### config.mk
export PLATFORM = sky130hd
export DESIGN_NAME = dcdp_port
export DESIGN_NICKNAME = d
export VERILOG_FILES = /design/src/hdl/dcdp_pkg.sv /design/src/hdl/dcdp_port.sv /design/src/hdl/dcdp_fifo.sv
export SDC_FILE = /design/constraint.sdc
export NUM_CORES = 1
export LEC_CHECK = 0
export BUFFER_PORTS_ARGS = -buffer_cell sky130_fd_sc_hd__buf_2
export CORE_ASPECT_RATIO = 0.8
export CORE_MARGIN = 3
export CORE_UTILIZATION = 25
export DETAILED_ROUTE_END_ITERATION = 7
export PLACE_DENSITY = 0.44
export SYNTH_ARGS = -nofsm -noshare
export SYNTH_HDL_FRONTEND = slang
export SYNTH_SLANG_ARGS = --single-unit
### constraint.sdc
create_clock -name clk_in -period 7.1 [get_ports clk_in]
set_input_delay 2.13 -clock clk_in [delete_from_list [all_inputs] [get_ports clk_in]]
set_output_delay 2.13 -clock clk_in [all_outputs]
set_load 0.1 [all_outputs]
### src/hdl/dcdp_pkg.sv
// Package with register map, field layout and encodings of the daisy-chain data port.
package dcdp_pkg;
	localparam int DCDP_DATA_W = 32;
	localparam int DCDP_FIFO_DEPTH = 16;
	localparam int DCDP_ADDR_W = 12;
	localparam int DCDP_LEN_W = 16;

	// Register byte offsets.
	localparam logic [11:0] DCDP_ADDR_CTRL = 12'h000;
	localparam logic [11:0] DCDP_ADDR_STATUS = 12'h004;
	localparam logic [11:0] DCDP_ADDR_BLKLEN = 12'h008;

	// Control register fields.
	localparam int DCDP_CTRL_MODE_LSB = 0;
	localparam int DCDP_CTRL_MODE_MSB = 1;
	localparam int DCDP_CTRL_TO_CHAIN = 2;
	localparam int DCDP_CTRL_RST_HOLD = 3;
	localparam int DCDP_CTRL_START = 4;
	localparam int DCDP_CTRL_STOP = 5;

	// Status register fields.
	localparam int DCDP_STAT_RUN = 0;
	localparam int DCDP_STAT_ABORT = 1;
	localparam int DCDP_STAT_RESYNC = 2;
	localparam int DCDP_STAT_FIFO_EMPTY = 3;
	localparam int DCDP_STAT_FIFO_FULL = 4;

	// Chain mode encodings.
	localparam logic [1:0] DCDP_MODE_SOURCE = 2'h0;
	localparam logic [1:0] DCDP_MODE_TRAILING = 2'h1;
	localparam logic [1:0] DCDP_MODE_LEADING = 2'h2;
	localparam logic [1:0] DCDP_MODE_RELAY = 2'h3;

	// Reset values.
	localparam logic [1:0] DCDP_RST_MODE = DCDP_MODE_RELAY;
	localparam logic DCDP_RST_TO_CHAIN = 1'b0;
	localparam logic DCDP_RST_HOLD = 1'b1;
	localparam logic [15:0] DCDP_RST_BLKLEN = 16'h0010;
	localparam logic [15:0] DCDP_LEN_ONE = 16'h0001;

	typedef enum logic [1:0] {DCDP_ST_IDLE, DCDP_ST_OWN, DCDP_ST_UP} dcdp_state_t;
endpackage : dcdp_pkg

### src/hdl/dcdp_port.sv
// Daisy-chain data port: APB registers, own-sample FIFO and chain sequencer.
//
// Summary of operation
// - Source-only mode sends own words only; upstream data is never taken.
// - Trailing mode forwards the whole upstream block, then appends own words.
// - Leading mode sends own words first, then forwards the upstream block.
// - Relay mode, the reset mode, forwards upstream words and adds nothing.
// - The chain mode acts only while output is routed to the chain.
// - Routing and mode share the control register; every routing write also loads the mode field.
// - Writing a different mode aborts the measurement; same value keeps it running.
// - Entering chain reset flags that the whole chain must be resequenced.
// - Chain reset hold stops the interface while set; it is set after reset.
`timescale 1ns/10ps
module dcdp_port (
	// Clock and reset.
	input wire logic clk_in,
	input wire logic resetn_in,
	// APB slave.
	input wire logic psel_in,
	input wire logic penable_in,
	input wire logic pwrite_in,
	input wire logic [11:0] paddr_in,
	input wire logic [31:0] pwdata_in,
	output logic [31:0] prdata_out,
	output logic pready_out,
	output logic pslverr_out,
	// Own samples from the acquisition logic.
	input wire logic sample_valid_in,
	input wire logic [31:0] sample_data_in,
	output logic sample_ready_out,
	// Upstream chain from the left neighbour.
	input wire logic up_valid_in,
	input wire logic [31:0] up_data_in,
	input wire logic up_last_in,
	output logic up_ready_out,
	// Downstream chain to the right neighbour.
	output logic dn_valid_out,
	output logic [31:0] dn_data_out,
	output logic dn_last_out,
	input wire logic dn_ready_in,
	// Backplane data port.
	output logic bp_valid_out,
	output logic [31:0] bp_data_out,
	input wire logic bp_ready_in,
	// Chain status.
	output logic chain_hold_out,
	output logic chain_resync_out
);
	// Register state.
	logic [1:0] chain_mode_select;
	logic to_chain;
	logic chain_reset_hold;
	logic [15:0] blk_len;
	logic meas_run;
	logic abort_seen;
	logic resync_req;

	// Sequencer state.
	dcdp_pkg::dcdp_state_t state;
	dcdp_pkg::dcdp_state_t next_state;
	logic [1:0] blk_mode;
	logic [15:0] own_cnt;
	logic up_buf_valid;
	logic [31:0] up_buf_data;
	logic up_buf_last;

	// FIFO wires.
	logic fifo_valid;
	logic [31:0] fifo_data;
	logic fifo_full;
	logic fifo_empty;

	// APB decode.
	wire apb_access = psel_in & penable_in & pready_out;
	wire apb_wr = apb_access & pwrite_in;
	wire sel_ctrl = (paddr_in == dcdp_pkg::DCDP_ADDR_CTRL);
	wire sel_status = (paddr_in == dcdp_pkg::DCDP_ADDR_STATUS);
	wire sel_blklen = (paddr_in == dcdp_pkg::DCDP_ADDR_BLKLEN);
	wire addr_hit = sel_ctrl | sel_status | sel_blklen;
	wire wr_ctrl = apb_wr & sel_ctrl;
	wire wr_status = apb_wr & sel_status;
	wire wr_blklen = apb_wr & sel_blklen;
	wire [1:0] wr_mode = pwdata_in[dcdp_pkg::DCDP_CTRL_MODE_MSB:dcdp_pkg::DCDP_CTRL_MODE_LSB];
	wire mode_change = wr_ctrl & (wr_mode != chain_mode_select);
	wire wr_hold = pwdata_in[dcdp_pkg::DCDP_CTRL_RST_HOLD];
	wire hold_rise = wr_ctrl & wr_hold & ~chain_reset_hold;

	// Read mux.
	wire [31:0] rd_ctrl = {26'h000_0000, 2'h0, chain_reset_hold, to_chain, chain_mode_select};
	wire [31:0] rd_status = {27'h000_0000, fifo_full, fifo_empty, resync_req, abort_seen,
		meas_run};
	wire [31:0] rd_blklen = {16'h0000, blk_len};
	wire [31:0] rd_mux = sel_ctrl ? rd_ctrl : sel_status ? rd_status :
		sel_blklen ? rd_blklen : 32'h0000_0000;

	// Path conditions.
	wire chain_active = to_chain & ~chain_reset_hold;
	wire dn_free = ~dn_valid_out | dn_ready_in;
	wire bp_free = ~bp_valid_out | bp_ready_in;
	wire [15:0] len_eff = (blk_len == 16'h0000) ? dcdp_pkg::DCDP_LEN_ONE : blk_len;
	wire own_final = (own_cnt == len_eff - dcdp_pkg::DCDP_LEN_ONE);
	wire own_take = (state == dcdp_pkg::DCDP_ST_OWN) & chain_active & fifo_valid & dn_free;
	wire up_take = (state == dcdp_pkg::DCDP_ST_UP) & chain_active & up_buf_valid & dn_free;
	wire bp_take = ~to_chain & meas_run & fifo_valid & bp_free;
	wire up_push = up_ready_out & up_valid_in;
	wire next_buf_valid = (up_buf_valid & ~up_take) | up_push;
	// Own words end the block except in leading mode, where the upstream block follows.
	wire own_last = own_final & (blk_mode != dcdp_pkg::DCDP_MODE_LEADING);
	// In trailing mode the upstream end marker is held back for the appended words.
	wire up_last = up_buf_last & (blk_mode != dcdp_pkg::DCDP_MODE_TRAILING);

	dcdp_fifo #(
		.WIDTH(dcdp_pkg::DCDP_DATA_W),
		.DEPTH(dcdp_pkg::DCDP_FIFO_DEPTH)
	) u_fifo (
		.clk_in(clk_in),
		.resetn_in(resetn_in),
		.in_valid_in(sample_valid_in),
		.in_data_in(sample_data_in),
		.in_ready_out(sample_ready_out),
		.out_valid_out(fifo_valid),
		.out_data_out(fifo_data),
		.out_ready_in(own_take | bp_take),
		.full_out(fifo_full),
		.empty_out(fifo_empty)
	);

	// APB slave: one wait state, so pready rises in the second access-phase cycle.
	always_ff @(posedge clk_in)
	begin
		if (!resetn_in)
		begin
			pready_out <= 1'b0;
			prdata_out <= 32'h0000_0000;
			pslverr_out <= 1'b0;
		end
		else
		begin
			pready_out <= psel_in & penable_in & ~pready_out;
			prdata_out <= rd_mux;
			pslverr_out <= psel_in & penable_in & ~pready_out & ~addr_hit;
		end
	end

	// Control registers; every control write loads the mode field together with routing and hold.
	always_ff @(posedge clk_in)
	begin
		if (!resetn_in)
		begin
			chain_mode_select <= dcdp_pkg::DCDP_RST_MODE;
			to_chain <= dcdp_pkg::DCDP_RST_TO_CHAIN;
			chain_reset_hold <= dcdp_pkg::DCDP_RST_HOLD;
			blk_len <= dcdp_pkg::DCDP_RST_BLKLEN;
		end
		else
		begin
			if (wr_ctrl)
			begin
				chain_mode_select <= wr_mode;
				to_chain <= pwdata_in[dcdp_pkg::DCDP_CTRL_TO_CHAIN];
				chain_reset_hold <= wr_hold;
			end
			if (wr_blklen)
				blk_len <= pwdata_in[15:0];
		end
	end

	// Measurement state. A mode change beats a start in the same write.
	always_ff @(posedge clk_in)
	begin
		if (!resetn_in)
		begin
			meas_run <= 1'b0;
			abort_seen <= 1'b0;
		end
		else
		begin
			if (mode_change)
				meas_run <= 1'b0;
			else if (wr_ctrl & pwdata_in[dcdp_pkg::DCDP_CTRL_STOP])
				meas_run <= 1'b0;
			else if (wr_ctrl & pwdata_in[dcdp_pkg::DCDP_CTRL_START])
				meas_run <= 1'b1;
			if (mode_change & meas_run)
				abort_seen <= 1'b1;
			else if (wr_status & pwdata_in[dcdp_pkg::DCDP_STAT_ABORT])
				abort_seen <= 1'b0;
		end
	end

	// The resequence flag powers up set, since power-up also needs the ordered sequence.
	always_ff @(posedge clk_in)
	begin
		if (!resetn_in)
			resync_req <= 1'b1;
		else if (hold_rise)
			resync_req <= 1'b1;
		else if (wr_status & pwdata_in[dcdp_pkg::DCDP_STAT_RESYNC])
			resync_req <= 1'b0;
	end

	// Block sequencer.
	always_comb
	begin
		next_state = state;
		case (state)
			dcdp_pkg::DCDP_ST_IDLE:
			begin
				if (chain_active & (chain_mode_select == dcdp_pkg::DCDP_MODE_RELAY))
				begin
					// Relay starts only with a word in hand, so a later mode write is never stuck.
					if (up_buf_valid)
						next_state = dcdp_pkg::DCDP_ST_UP;
				end
				else if (chain_active & meas_run &
					(chain_mode_select == dcdp_pkg::DCDP_MODE_TRAILING))
					next_state = dcdp_pkg::DCDP_ST_UP;
				else if (chain_active & meas_run)
					next_state = dcdp_pkg::DCDP_ST_OWN;
			end
			dcdp_pkg::DCDP_ST_OWN:
			begin
				if (~chain_active | ~meas_run)
					next_state = dcdp_pkg::DCDP_ST_IDLE;
				else if (own_take & own_final & (blk_mode == dcdp_pkg::DCDP_MODE_LEADING))
					next_state = dcdp_pkg::DCDP_ST_UP;
				else if (own_take & own_final)
					next_state = dcdp_pkg::DCDP_ST_IDLE;
			end
			dcdp_pkg::DCDP_ST_UP:
			begin
				if (~chain_active)
					next_state = dcdp_pkg::DCDP_ST_IDLE;
				else if (up_take & up_buf_last & (blk_mode == dcdp_pkg::DCDP_MODE_TRAILING))
					next_state = dcdp_pkg::DCDP_ST_OWN;
				else if (up_take & up_buf_last)
					next_state = dcdp_pkg::DCDP_ST_IDLE;
			end
			default:
				next_state = dcdp_pkg::DCDP_ST_IDLE;
		endcase
	end

	// The block mode is latched at block start so a mid-block write cannot mix sources.
	always_ff @(posedge clk_in)
	begin
		if (!resetn_in)
		begin
			state <= dcdp_pkg::DCDP_ST_IDLE;
			blk_mode <= dcdp_pkg::DCDP_RST_MODE;
			own_cnt <= 16'h0000;
		end
		else
		begin
			state <= next_state;
			if (state == dcdp_pkg::DCDP_ST_IDLE)
				blk_mode <= chain_mode_select;
			if (state != dcdp_pkg::DCDP_ST_OWN)
				own_cnt <= 16'h0000;
			else if (own_take)
				own_cnt <= own_final ? 16'h0000 : own_cnt + dcdp_pkg::DCDP_LEN_ONE;
		end
	end

	// Upstream buffer; source-only blocks never accept upstream words.
	always_ff @(posedge clk_in)
	begin
		if (!resetn_in)
		begin
			up_buf_valid <= 1'b0;
			up_buf_data <= 32'h0000_0000;
			up_buf_last <= 1'b0;
			up_ready_out <= 1'b0;
		end
		else
		begin
			up_buf_valid <= next_buf_valid & ~chain_reset_hold;
			if (up_push)
			begin
				up_buf_data <= up_data_in;
				up_buf_last <= up_last_in;
			end
			up_ready_out <= ~next_buf_valid & chain_active &
				(chain_mode_select != dcdp_pkg::DCDP_MODE_SOURCE);
		end
	end

	// Output registers for the chain and the backplane.
	always_ff @(posedge clk_in)
	begin
		if (!resetn_in)
		begin
			dn_valid_out <= 1'b0;
			dn_data_out <= 32'h0000_0000;
			dn_last_out <= 1'b0;
			bp_valid_out <= 1'b0;
			bp_data_out <= 32'h0000_0000;
			chain_hold_out <= 1'b1;
			chain_resync_out <= 1'b1;
		end
		else
		begin
			if (chain_reset_hold)
				dn_valid_out <= 1'b0;
			else if (own_take | up_take)
			begin
				dn_valid_out <= 1'b1;
				dn_data_out <= own_take ? fifo_data : up_buf_data;
				dn_last_out <= own_take ? own_last : up_last;
			end
			else if (dn_ready_in)
				dn_valid_out <= 1'b0;
			if (bp_take)
			begin
				bp_valid_out <= 1'b1;
				bp_data_out <= fifo_data;
			end
			else if (bp_ready_in)
				bp_valid_out <= 1'b0;
			chain_hold_out <= chain_reset_hold;
			chain_resync_out <= resync_req;
		end
	end
endmodule : dcdp_port

### src/hdl/dcdp_fifo.sv
// Parameterised synchronous FIFO with valid and ready on both sides.
`timescale 1ns/10ps
module dcdp_fifo #(
	parameter int WIDTH = 32,
	parameter int DEPTH = 16
) (
	// Clock and reset.
	input wire logic clk_in,
	input wire logic resetn_in,
	// Filling side.
	input wire logic in_valid_in,
	input wire logic [WIDTH-1:0] in_data_in,
	output logic in_ready_out,
	// Draining side.
	output logic out_valid_out,
	output logic [WIDTH-1:0] out_data_out,
	input wire logic out_ready_in,
	// Fill state.
	output logic full_out,
	output logic empty_out
);
	localparam int PTR_W = $clog2(DEPTH);
	localparam logic [PTR_W:0] CNT_DEPTH = (PTR_W+1)'(DEPTH);
	localparam logic [PTR_W:0] CNT_ONE = (PTR_W+1)'(1);
	localparam logic [PTR_W-1:0] PTR_LAST = PTR_W'(DEPTH - 1);

	logic [WIDTH-1:0] mem [DEPTH];
	logic [PTR_W-1:0] wr_ptr;
	logic [PTR_W-1:0] rd_ptr;
	logic [PTR_W:0] count;
	logic [PTR_W:0] next_count;
	wire push = in_valid_in & in_ready_out;
	wire pop = out_valid_out & out_ready_in;

	function automatic logic [PTR_W-1:0] ptr_inc(input logic [PTR_W-1:0] p);
		ptr_inc = (p == PTR_LAST) ? '0 : p + 1'b1;
	endfunction : ptr_inc

	assign next_count = count + (push ? CNT_ONE : '0) - (pop ? CNT_ONE : '0);
	assign out_valid_out = ~empty_out;
	assign out_data_out = mem[rd_ptr];

	// Ready is registered from the next count, so it drops in the same cycle that full rises, never late.
	always_ff @(posedge clk_in)
	begin
		if (!resetn_in)
		begin
			wr_ptr <= '0;
			rd_ptr <= '0;
			count <= '0;
			in_ready_out <= 1'b1;
			full_out <= 1'b0;
			empty_out <= 1'b1;
		end
		else
		begin
			if (push)
				wr_ptr <= ptr_inc(wr_ptr);
			if (pop)
				rd_ptr <= ptr_inc(rd_ptr);
			count <= next_count;
			in_ready_out <= (next_count != CNT_DEPTH);
			full_out <= (next_count == CNT_DEPTH);
			empty_out <= (next_count == '0);
		end
	end

	always_ff @(posedge clk_in)
	begin
		if (push)
			mem[wr_ptr] <= in_data_in;
	end
endmodule : dcdp_fifo

==> results of run 1 <==
## per-layer routing
layer	part of all wire (%)	global-route usage [%]	vias up	wire, um
li1	-	-	6786	-
met1	46	17.8	7792	34500
met2	46	20.7	373	33900
met3	5.9	3.20	111	4370
met4	1.8	2.89	8	1340
met5	0.075	0	-	56
## how the worst max path moves through the flow
stage | from | end | slack, ps | depth (start not counted)
floorplan | sample_valid_in | u_fifo.mem[3][0] | 1710 | 4
global placement | dn_ready_in | u_fifo.in_ready_out | 1950 | 14
detailed placement | dn_ready_in | u_fifo.in_ready_out | 2030 | 14
global route | dn_ready_in | u_fifo.full_out | 2440 | 15
CTS | dn_ready_in | u_fifo.in_ready_out | 2670 | 14
finish | dn_ready_in | u_fifo.in_ready_out | 2620 | 14
## synthesized netlist by cell type, types with 3 or more instances
cell type	instances
a21boi_0	72
a21o_1	4
a21oi_1	15
a32oi_1	3
and2_1	20
and3_1	8
buf_1	16
buf_4	17
buf_6	3
clkbuf_1	76
dfxtp_1	185
edfxtp_1	512
ha_1	12
inv_1	18
mux2i_1	54
mux4_2	160
nand2_1	213
nand2b_1	8
nand3_1	15
nand3b_1	3
nand4_1	8
nor2_1	46
nor2_2	10
nor2b_1	26
nor3_1	17
nor3b_1	5
nor4_1	5
o211a_1	32
o21ai_0	15
o311ai_0	3
or3_1	3
or4_1	4
or4_4	3
xnor2_1	24
xor2_1	15
## area by class of cell
type / count / area [sq um] / area share (%)
Inverter: 18 / 67.6 / 0.206
Sequential cell: 697 / 19100 / 58.3
Clock buffer: 112 / 2240 / 6.83
Antenna cell: 6 / 15.0 / 0.0458
Tap cell: 1430 / 1790 / 5.46
Timing Repair Buffer: 219 / 1170 / 3.57
Multi-Input combinational cell: 855 / 8070 / 24.6
Clock inverter: 28 / 322 / 0.982
## report_power, final
group	total, mW	internal (mW)	switching (mW)
sequential	4.55	4.51	0.0365
clock	4.01	2.38	1.63
combinational	0.575	0.188	0.387
total	9.13	7.08	2.05
## kinds of logic (layout without fill, tap and decap cells)
kind of cell | count (synthesis) | in the layout
AO/OA/AOI/OAI | 164 | 164
other | 1 | 22
adder cells (fa/ha/maj) | 13 | 13
flip-flops | 697 | 697
XOR/XNOR | 40 | 40
buffers and inverters | 131 | 377
AND/OR/NAND/NOR | 406 | 406
multiplexers | 216 | 216
## placed cells by master (no fill, tap or decap), types with 11 or more instances in the layout
cell type  count
a21oi_1       15
nor3_1        13
clkbuf_16     83
dfxtp_1      181
buf_4         30
buf_2        189
nor2_4        12
o211a_1       32
mux4_2       160
nor2_1        33
inv_1         18
clkinv_1      12
nor2b_1       25
a21boi_0      72
o21ai_0       15
nand3_1       15
clkbuf_1      24
xnor2_1       24
ha_1          12
nand2_1      212
and2_1        20
nor2_2        11
mux2i_1       54
edfxtp_1     512
xor2_1        15
conb_1        16
## critical path: cells and delay by family
| kind | cells | cell delay (ps) |
|---|---|---|
| buffers and inverters | 4 | 300 |
| XOR/XNOR | 1 | 150 |
| adder cells (fa/ha/maj) | 3 | 920 |
| AND/OR/NAND/NOR | 6 | 1460 |
## flip-flops by register name, summed over array words and instances (netlist names), 4 cells and up, named ones only
signal / flops
blk_len: 16
u_fifo.rd_ptr: 4
u_fifo.wr_ptr: 4
u_fifo.mem: 512
u_fifo.count: 5
up_buf_data: 32
prdata_out: 16
dn_data_out: 32
own_cnt: 16
bp_data_out: 32
## through the flow
| stage | hold WS [ps] | utilization, % | std cells |
|---|---|---|---|
| finish | 463 | 30.1 | 3365 |
| global placement | 454 | 27.7 | 3219 |
| detailed placement | 458 | 27.7 | 3219 |
| CTS | 466 | 30.1 | 3359 |
| global route | 490 | 30.1 | 3359 |
| floorplan | 433 | - | 1683 |
==> flow_summary_export.csv, run 1 <==
group,metric,value,unit
status,status,"complete, no violations",
floorplan,die_height,303,um
pwr,p_leak,10.9,nW
synthesis,yosysTopAreaCell,"edfxtp_1",
floorplan,initial_core_util,25.3,%
placement,numPortBuffers,190,
critical_path,crit_slowest_cell,"or4b_2",
critical_path,reg2reg_from,"blk_len[14]",
grt,grt_overflow,0,
timing,fin_crit_sh,63.1,%
clock_tree,cts_resized,0,
floorplan,core_area,109000,sq um
timing,tightest_slew,1160,ps
detailed_routing,via_count,15100,
pwr,p_per_area,279,nW/um^2
placement,dpl_worst_slack,2030,ps
detailed_routing,viasPerCell,4.48,
clock_tree,clockBufferDepth,3,
finish,fillers,10700,
grt,grt_pass1_wl,109,mm
detailed_routing,wl,74.2,mm
placement,place_area,30200,sq um
critical_path,reg2reg_depth,12,
clock_tree,cts.sinks,697,
timing,fin_skew,38.5,ps
flow_run,maxCapViolCount,0,
critical_path,crit_type,"primary input to register",
pwr,finalPower,9.13,mW
floorplan,die_area,114000,sq um
clock_tree,cts_tree,"yes",
finish,nets,2003,
clock_tree,root_buffer,"clkbuf_16",
clock_tree,ctsHoldBuffers,0,
synthesis,netlist_area,27500,sq um
critical_path,path_cells,"buf_2, nor2b_1, nor2_1, nand2_2, nand2_1, ha_1, inv_1, ha_1, inv_1, fa_1, xnor2_1, or4b_2, inv_1, nand2_1",
timing,finalCriticalPeriod,4480,ps
timing,finalSetupTns,0,ps
timing,fmax,0.223,GHz
synthesis,synth_top_family_by_area,"multiplexers",
finish,layout-drive-gt1-share,27.3,%
timing,setup_viol,0,
synthesis,synth_cells,1668,
floorplan,rows,108,
critical_path,start_kind,"primary input",
critical_path,worstPathRequired,7590,ps
timing,hold_violations,0,
critical_path,crit_top_cell,"inv_1",
timing,grt_setup_unrepaired,"false",
critical_path,timing.rr.end,"own_cnt[2]",
floorplan,die_w,377,um
synthesis,yosys_most_used_dff,"edfxtp_1",
clock_tree,cts_max_level,3,
worst_hold_path,hold_path_class,"register to register",
grt,grt_usage,13.0,%
synthesis,ys_seq_elements,697,
grt,grt_pass1_vias,15800,
timing,timing.final.max_slew_violations,0,
synthesis,yosys_warnings,0,
timing,layout_setup_ws,2620,ps
critical_path,cp_data_arrival_time,4970,ps
synthesis,synth_area_leaders,"edfxtp_1 56%, dfxtp_1 13%, mux4_2 13%, nand2_1 2.9%, a21boi_0 2.0%",
pwr,vdd_drop_max,137,uV
timing,max-slew-margin-rel,22.9,%
synthesis,synth_async_sr_flop_share,0,%
placement,gp_congestion,0.803,
clock_tree,clk_latency,640,ps
critical_path,reg2reg_slack,2720,ps
grt,grt_max_degree,95,
synthesis,synthMuxAreaShare,15.1,%
placement,dp_hpwl,45.5,mm
floorplan,io_pins,223,
synthesis,yosysSeqAreaShare,69.3,%
worst_hold_path,whs_endpoint,"up_buf_data[3]",
synthesis,synth-edff-count,512,
grt,antenna_found_initial,14,
synthesis,synthXorXnorAreaFrac,1.30,%
detailed_routing,drt_iter0_markers,1092,
synthesis,synth_compound_area_share,4.57,%
detailed_routing,dr.pass1.iters,5,
finish,fin_area,32800,sq um
finish,area_growth,18.9,%
detailed_routing,drc,0,
detailed_routing,wl_per_cell,22.0,um
clock_tree,post-cts-setup-buffers,0,
synthesis,ys_types,65,
critical_path,slowest_delay,640,ps
clock_tree,clk_pin_slew,60,ps
synthesis,syn_area_per_cell,16.5,sq um
worst_hold_path,hp-start,"up_buf_data[3]",
synthesis,synthAdderAreaFrac,0.618,%
synthesis,yosys.area_share.simple,6.94,%
detailed_routing,antenna_left,0,
clock_tree,cts_inserted_buffers,81,
synthesis,netlist.area_leader.share,55.8,%
critical_path,path_max_fanout,6,
critical_path,worst_setup_path_end_kind,"register",
worst_hold_path,hold_path_depth,2,
No activity file was read; power rests on OpenSTA's default activity.
==> run 2: changes to the inputs <==
--- a/config.mk
+++ b/config.mk
@@ -10,7 +10,7 @@
 export CORE_MARGIN = 3
 export CORE_UTILIZATION = 25
 export DETAILED_ROUTE_END_ITERATION = 7
-export PLACE_DENSITY = 0.44
+export PLACE_DENSITY = 0.45
 export SYNTH_ARGS = -nofsm -noshare
 export SYNTH_HDL_FRONTEND = slang
 export SYNTH_SLANG_ARGS = --single-unit
==> constraint.sdc (replaced) <==
create_clock -name clk_in -period 4.1 [get_ports clk_in]
set_input_delay 1.23 -clock clk_in [delete_from_list [all_inputs] [get_ports clk_in]]
set_output_delay 1.23 -clock clk_in [all_outputs]
set_load 0.1 [all_outputs]
==> flow_summary_export.csv, run 2 (synthesized netlist as in run 1, its figures left out) <==
group,metric,value,unit
finish,final_core_util,30.6,%
grt,use_met1,17.5,%
critical_path,reg2reg_slack,300,ps
clock_tree,cts.sinks,697,
pwr,combinationalPowerShare,6.4,%
detailed_routing,wl_per_cell,21.5,um
timing,layout_setup_ws,296,ps
grt,grt_pass1_vias,15600,
worst_hold_path,hold_path_class,"register to register",
grt,grt_usage,12.7,%
timing,hold_violations,0,
pwr,p_leak,11.1,nW
timing,setup_viol,0,
critical_path,start_kind,"register",
floorplan,die_area,114000,sq um
critical_path,worstPathRequired,4610,ps
detailed_routing,via_count,15200,
finish,layout-drive-gt1-share,29.3,%
pwr,pwr-share-seq,49.8,%
pwr,pwr-share-clk,43.8,%
clock_tree,ctsHoldBuffers,0,
detailed_routing,drc,0,
finish,nets,2033,
clock_tree,cts_inserted_buffers,80,
finish,layout_common_cells,"512 x edfxtp_1, 212 x nand2_1, 189 x buf_2",
grt,use_met3,3.52,%
clock_tree,clk_latency,630,ps
timing,max-slew-margin-rel,33.0,%
detailed_routing,viasPerCell,4.47,
pwr,vdd_drop_max,306,uV
finish,largest_reg_flops,512,
timing,tightest_slew,1000,ps
finish,area_growth,20.8,%
status,status,"complete, no violations",
grt,grt_max_degree,71,
placement,gp_congestion,0.805,
grt,top_usage_layer,"met2",
pwr,p_per_area,475,nW/um^2
grt,grt_overflow,0,
detailed_routing,dr.pass1.iters,5,
grt,use_met2,19.8,%
clock_tree,cts_max_level,3,
clock_tree,clk_pin_slew,60,ps
pwr,finalPower,15.8,mW
finish,final_common_cell,"edfxtp_1",
flow_run,maxCapViolCount,0,
clock_tree,clockBufferDepth,3,
detailed_routing,drt_iter0_markers,1154,
floorplan,die_height,303,um
critical_path,worst_setup_path_end_kind,"register",
timing,timing.final.max_slew_violations,0,
detailed_routing,antenna_left,0,
floorplan,rows,108,
detailed_routing,wl,73.2,mm
floorplan,io_pins,223,
clock_tree,cts_tree,"yes",
clock_tree,cts_resized,0,
clock_tree,root_buffer,"clkbuf_16",
timing,finalCriticalPeriod,3800,ps
timing,fin_crit_sh,92.8,%
floorplan,die_w,377,um
critical_path,path_max_fanout,15,
floorplan,initial_core_util,25.3,%
pwr,p_sw,3.61,mW
placement,dp_hpwl,46.1,mm
timing,fmax,0.263,GHz
pwr,sw_frac_of_total,22.9,%
placement,dpl_worst_slack,228,ps
clock_tree,post-cts-setup-buffers,0,
grt,antenna_found_initial,15,
timing,grt_setup_unrepaired,"false",
finish,regMostFlops,"u_fifo.mem",
pwr,p_int,12.2,mW
critical_path,crit_type,"register to register",
grt,grt_pass1_wl,107,mm
timing,fin_skew,18.6,ps
placement,numPortBuffers,190,
timing,finalSetupTns,0,ps
finish,fillers,10700,
critical_path,cp_data_arrival_time,4310,ps
floorplan,core_area,109000,sq um
-- run 2: through the flow --
stage | instances | hold slack (ps) | cell area [sq um]
6_report | 3404 | 463 | 33300
5_1_grt | 3396 | 490 | 33300
4_1_cts | 3395 | 463 | 33200
3_5_place_dp | 3250 | 455 | 30700
3_3_place_gp | 3250 | 453 | 30700
2_1_floorplan | 1683 | 433 | 27600
-- run 2: power groups by stage --
stage               logic (mW)  registers [mW]  clock network, mW
floorplan                0.558            8.04                  0
finish                    1.01            7.87               6.91
global placement          1.02            8.00                  0
detailed placement        1.03            8.02                  0
CTS                       1.03            7.87               7.13
global route              1.10            7.88               7.42
-- run 2: critical path, cell delays in order (launching register included) --
cell and delay (ps):
dfxtp_1 470, nor3_1 170, and3_1 250, a21oi_1 170
ha_1 220, or3b_2 520, or4_4 450, xnor2_2 140
o2111ai_1 120, or4_4 530, nor4_2 250, or2_1 190
buf_12 160, nor2_1 50
-- run 2: cell type report --
cell class | count | area [sq um] | area share [%]
diodes | 9 | 22.5 | 0.0677
clock buffers | 102 | 2220 | 6.67
clock inverters | 43 | 350 | 1.05
inverters | 18 | 67.6 | 0.203
multi-input cells | 855 | 8100 | 24.3
flip-flops and latches | 697 | 19100 | 57.4
well taps | 1430 | 1790 | 5.38
repair buffers | 250 | 1640 | 4.93
-- run 2: final timing paths --
| path | from | endpoint | cells past startpoint |
|---|---|---|---|
| worst min register to register | up_buf_data[30] | up_buf_data[30] | 2 |
| worst max-delay path | blk_len[13] | own_cnt[15] | 13 |
| worst min-delay path | up_buf_data[30] | up_buf_data[30] | 2 |
| worst max register to register | blk_len[13] | own_cnt[15] | 13 |
-- run 2: routing by layer --
| layer | vias to the layer above | wire [um] | share of wire [%] |
|---|---|---|---|
| li1 | 6877 | - | - |
| met1 | 7842 | 34200 | 47 |
| met2 | 349 | 33000 | 45 |
| met3 | 124 | 4500 | 6.2 |
| met4 | 8 | 1450 | 2.0 |
| met5 | - | 55 | 0.075 |
==> run 3: changes to the inputs <==
--- a/config.mk
+++ b/config.mk
@@ -5,10 +5,12 @@
 export SDC_FILE = /design/constraint.sdc
 export NUM_CORES = 1
 export LEC_CHECK = 0
+export ABC_AREA = 1
 export BUFFER_PORTS_ARGS = -buffer_cell sky130_fd_sc_hd__buf_2
 export CORE_ASPECT_RATIO = 0.8
 export CORE_MARGIN = 3
 export CORE_UTILIZATION = 25
+export CTS_CLUSTER_SIZE = 10
 export DETAILED_ROUTE_END_ITERATION = 7
 export PLACE_DENSITY = 0.45
 export SYNTH_ARGS = -nofsm -noshare
==> constraint.sdc (replaced) <==
create_clock -name clk_in -period 4.1 [get_ports clk_in]
set_input_delay 1.23 -clock clk_in [delete_from_list [all_inputs] [get_ports clk_in]]
set_output_delay 1.23 -clock clk_in [all_outputs]
set_load 0.02 [all_outputs]
==> flow_summary_export.csv, run 3 <==
group,metric,value,unit
status,status,"complete, no violations",
critical_path,cp_data_arrival_time,3800,ps
grt,grt_pass1_wl,122,mm
detailed_routing,antenna_left,0,
synthesis,ys_seq_elements,697,
placement,gp_congestion,0.775,
synthesis,netlist.area_leader.share,54.4,%
critical_path,path_max_fanout,9,
critical_path,reg2reg_slack,810,ps
finish,nets,2771,
pwr,finalPower,15.2,mW
timing,grt_setup_unrepaired,"false",
detailed_routing,viasPerCell,4.45,
finish,final_common_cell,"edfxtp_1",
floorplan,core_area,111000,sq um
synthesis,synth_cells,2447,
critical_path,worstPathRequired,4610,ps
critical_path,timing.rr.end,"own_cnt[13]",
flow_run,maxCapViolCount,0,
detailed_routing,dr.pass1.iters,7,
finish,largest_reg_flops,512,
clock_tree,clk_pin_slew,50,ps
worst_hold_path,hold_path_class,"register to register",
clock_tree,root_buffer,"clkbuf_16",
synthesis,synth_area_leaders,"edfxtp_1 54%, dfxtp_1 13%, o21ai_0 5.7%, mux2i_1 4.5%, o211ai_1 3.6%",
detailed_routing,wl_per_cell,19.8,um
clock_tree,cts_tree,"yes",
floorplan,die_w,382,um
clock_tree,ctsHoldBuffers,0,
grt,top_usage_layer,"met2",
synthesis,synth.most_common_cell,"edfxtp_1",
critical_path,crit_type,"register to register",
synthesis,yosysSeqAreaShare,67.5,%
detailed_routing,via_count,18500,
synthesis,syn_area_per_cell,11.5,sq um
floorplan,rows,109,
grt,grt_overflow,0,
finish,layout-drive-gt1-share,14.3,%
timing,finalSetupTns,0,ps
timing,fin_crit_sh,80.2,%
synthesis,netlist_area,28200,sq um
clock_tree,cts.sinks,697,
placement,dp_hpwl,48.8,mm
critical_path,reg2reg_from,"blk_len[9]",
synthesis,yosys_most_used_dff,"edfxtp_1",
grt,grt_usage,13.8,%
detailed_routing,drc,0,
floorplan,die_height,307,um
clock_tree,cts_resized,0,
synthesis,ys_types,45,
finish,layout_common_cells,"512 x edfxtp_1, 323 x o21ai_0, 255 x inv_1",
clock_tree,cts_inserted_buffers,80,
timing,timing.final.max_slew_violations,0,
pwr,vdd_drop_max,255,uV
grt,grt_pass1_vias,18100,
floorplan,io_pins,223,
floorplan,initial_core_util,25.4,%
timing,fmax,0.304,GHz
grt,use_met3,2.37,%
grt,use_met1,18.5,%
timing,tightest_slew,1110,ps
timing,fin_skew,18.0,ps
clock_tree,clockBufferDepth,3,
timing,hold_violations,0,
synthesis,yosysTopAreaCell,"edfxtp_1",
critical_path,start_kind,"register",
detailed_routing,drt_iter0_markers,1268,
finish,regMostFlops,"u_fifo.mem",
worst_hold_path,hold_path_depth,2,
critical_path,worst_setup_path_end_kind,"register",
critical_path,reg2reg_depth,19,
clock_tree,post-cts-setup-buffers,0,
synthesis,synth_async_sr_flop_share,0,%
grt,grt_max_degree,129,
placement,numPortBuffers,190,
timing,max-slew-margin-rel,25.8,%
synthesis,yosys_warnings,0,
floorplan,die_area,117000,sq um
clock_tree,cts_max_level,3,
timing,finalCriticalPeriod,3290,ps
synthesis,synthTopCellsByCount,"512 x edfxtp_1, 323 x o21ai_0, 259 x inv_1, 227 x nor2_1, 194 x a21oi_1",
grt,use_met2,22.8,%
pwr,p_per_area,454,nW/um^2
finish,area_growth,18.7,%
timing,setup_viol,0,
pwr,p_leak,11.8,nW
worst_hold_path,hp-start,"up_buf_data[23]",
grt,antenna_found_initial,16,
synthesis,synth-edff-count,512,
clock_tree,clk_latency,620,ps
finish,fillers,11500,
detailed_routing,wl,82.5,mm
worst_hold_path,whs_endpoint,"up_buf_data[23]",
## run 3: cell count changes in the layout (fill, tap and decap cells not counted), sizes merged, moves of 71 or more
cell,change
nor2,+177
o211ai,+134
a21boi,-71
a21oi,+179
mux2i,+74
inv,+243
mux4,-160
o21ai,+308
## run 3: metal layers
layer,wire [um],part of all wire (%)
met5,73,0.088
met4,2400,2.9
met3,3140,3.8
met2,39100,47
met1,37900,46
## run 3: layout make-up
cell class,count,area [sq um],area share (%)
timing repair buffer,249,1620,4.83
clock buffer,104,2200,6.55
tap,1498,1870,5.59
clock inverter,4,30.0,0.0896
sequential,697,19100,57.0
multi-input combinational,1351,7720,23.0
inverter,261,983,2.93
antenna,3,7.51,0.0224
## run 3: per-stage QoR
stage / cell area, sq um / setup WS (ps) / hold WS [ps] / utilization, % / instances
after global placement: 31300 / 137 / 461 / 28.1 / 4056
after floorplan: 28300 / 385 / 434 / - / 2462
after detailed placement: 31300 / 233 / 466 / 28.1 / 4056
after CTS: 33500 / 805 / 475 / 30.1 / 4164
after global routing: 33500 / 439 / 506 / 30.1 / 4165
final: 33500 / 811 / 475 / 30.1 / 4167
## run 3: worst max path at each step
stage	from	to	depth (start not counted)
global route	blk_len[9]	own_cnt[13]	21
detailed placement	dn_ready_in	u_fifo.in_ready_out	14
CTS	blk_len[9]	own_cnt[13]	19
floorplan	dn_ready_in	u_fifo.in_ready_out	13
global placement	dn_ready_in	u_fifo.in_ready_out	14
finish	blk_len[9]	own_cnt[13]	19
## run 3: cell families after synthesis
logic type,count (synthesis),share of synthesized area [%]
compound gates,667,13.2
xor+xnor,25,0.824
fa+ha+maj,13,0.602
buf+inv,414,5.80
flops,697,67.5
mux,128,4.54
other cells,1,0.0133
simple gates,502,7.52
## run 3: critical path: stages, from the launching register on
cell	delay [ps]
dfxtp_1	350
nor2_1	210
nand2_1	100
nor2_1	210
nand2_2	170
nand2_1	120
inv_1	60
ha_1	200
nand2_1	130
inv_1	100
nand2_1	110
xnor3_1	210
nor2_1	110
nand3_1	80
nor2_1	140
nand4_1	230
nand2_1	320
inv_1	160
nand3b_1	120
inv_1	40
## run 3: where the power goes
group	total, mW	leakage, nW	switching (mW)	internal [mW]
sequential	7.88	6.12	0.0754	7.81
combinational	0.966	4.60	0.694	0.272
clock	6.37	1.09	2.68	3.69
total	15.2	11.8	3.45	11.8
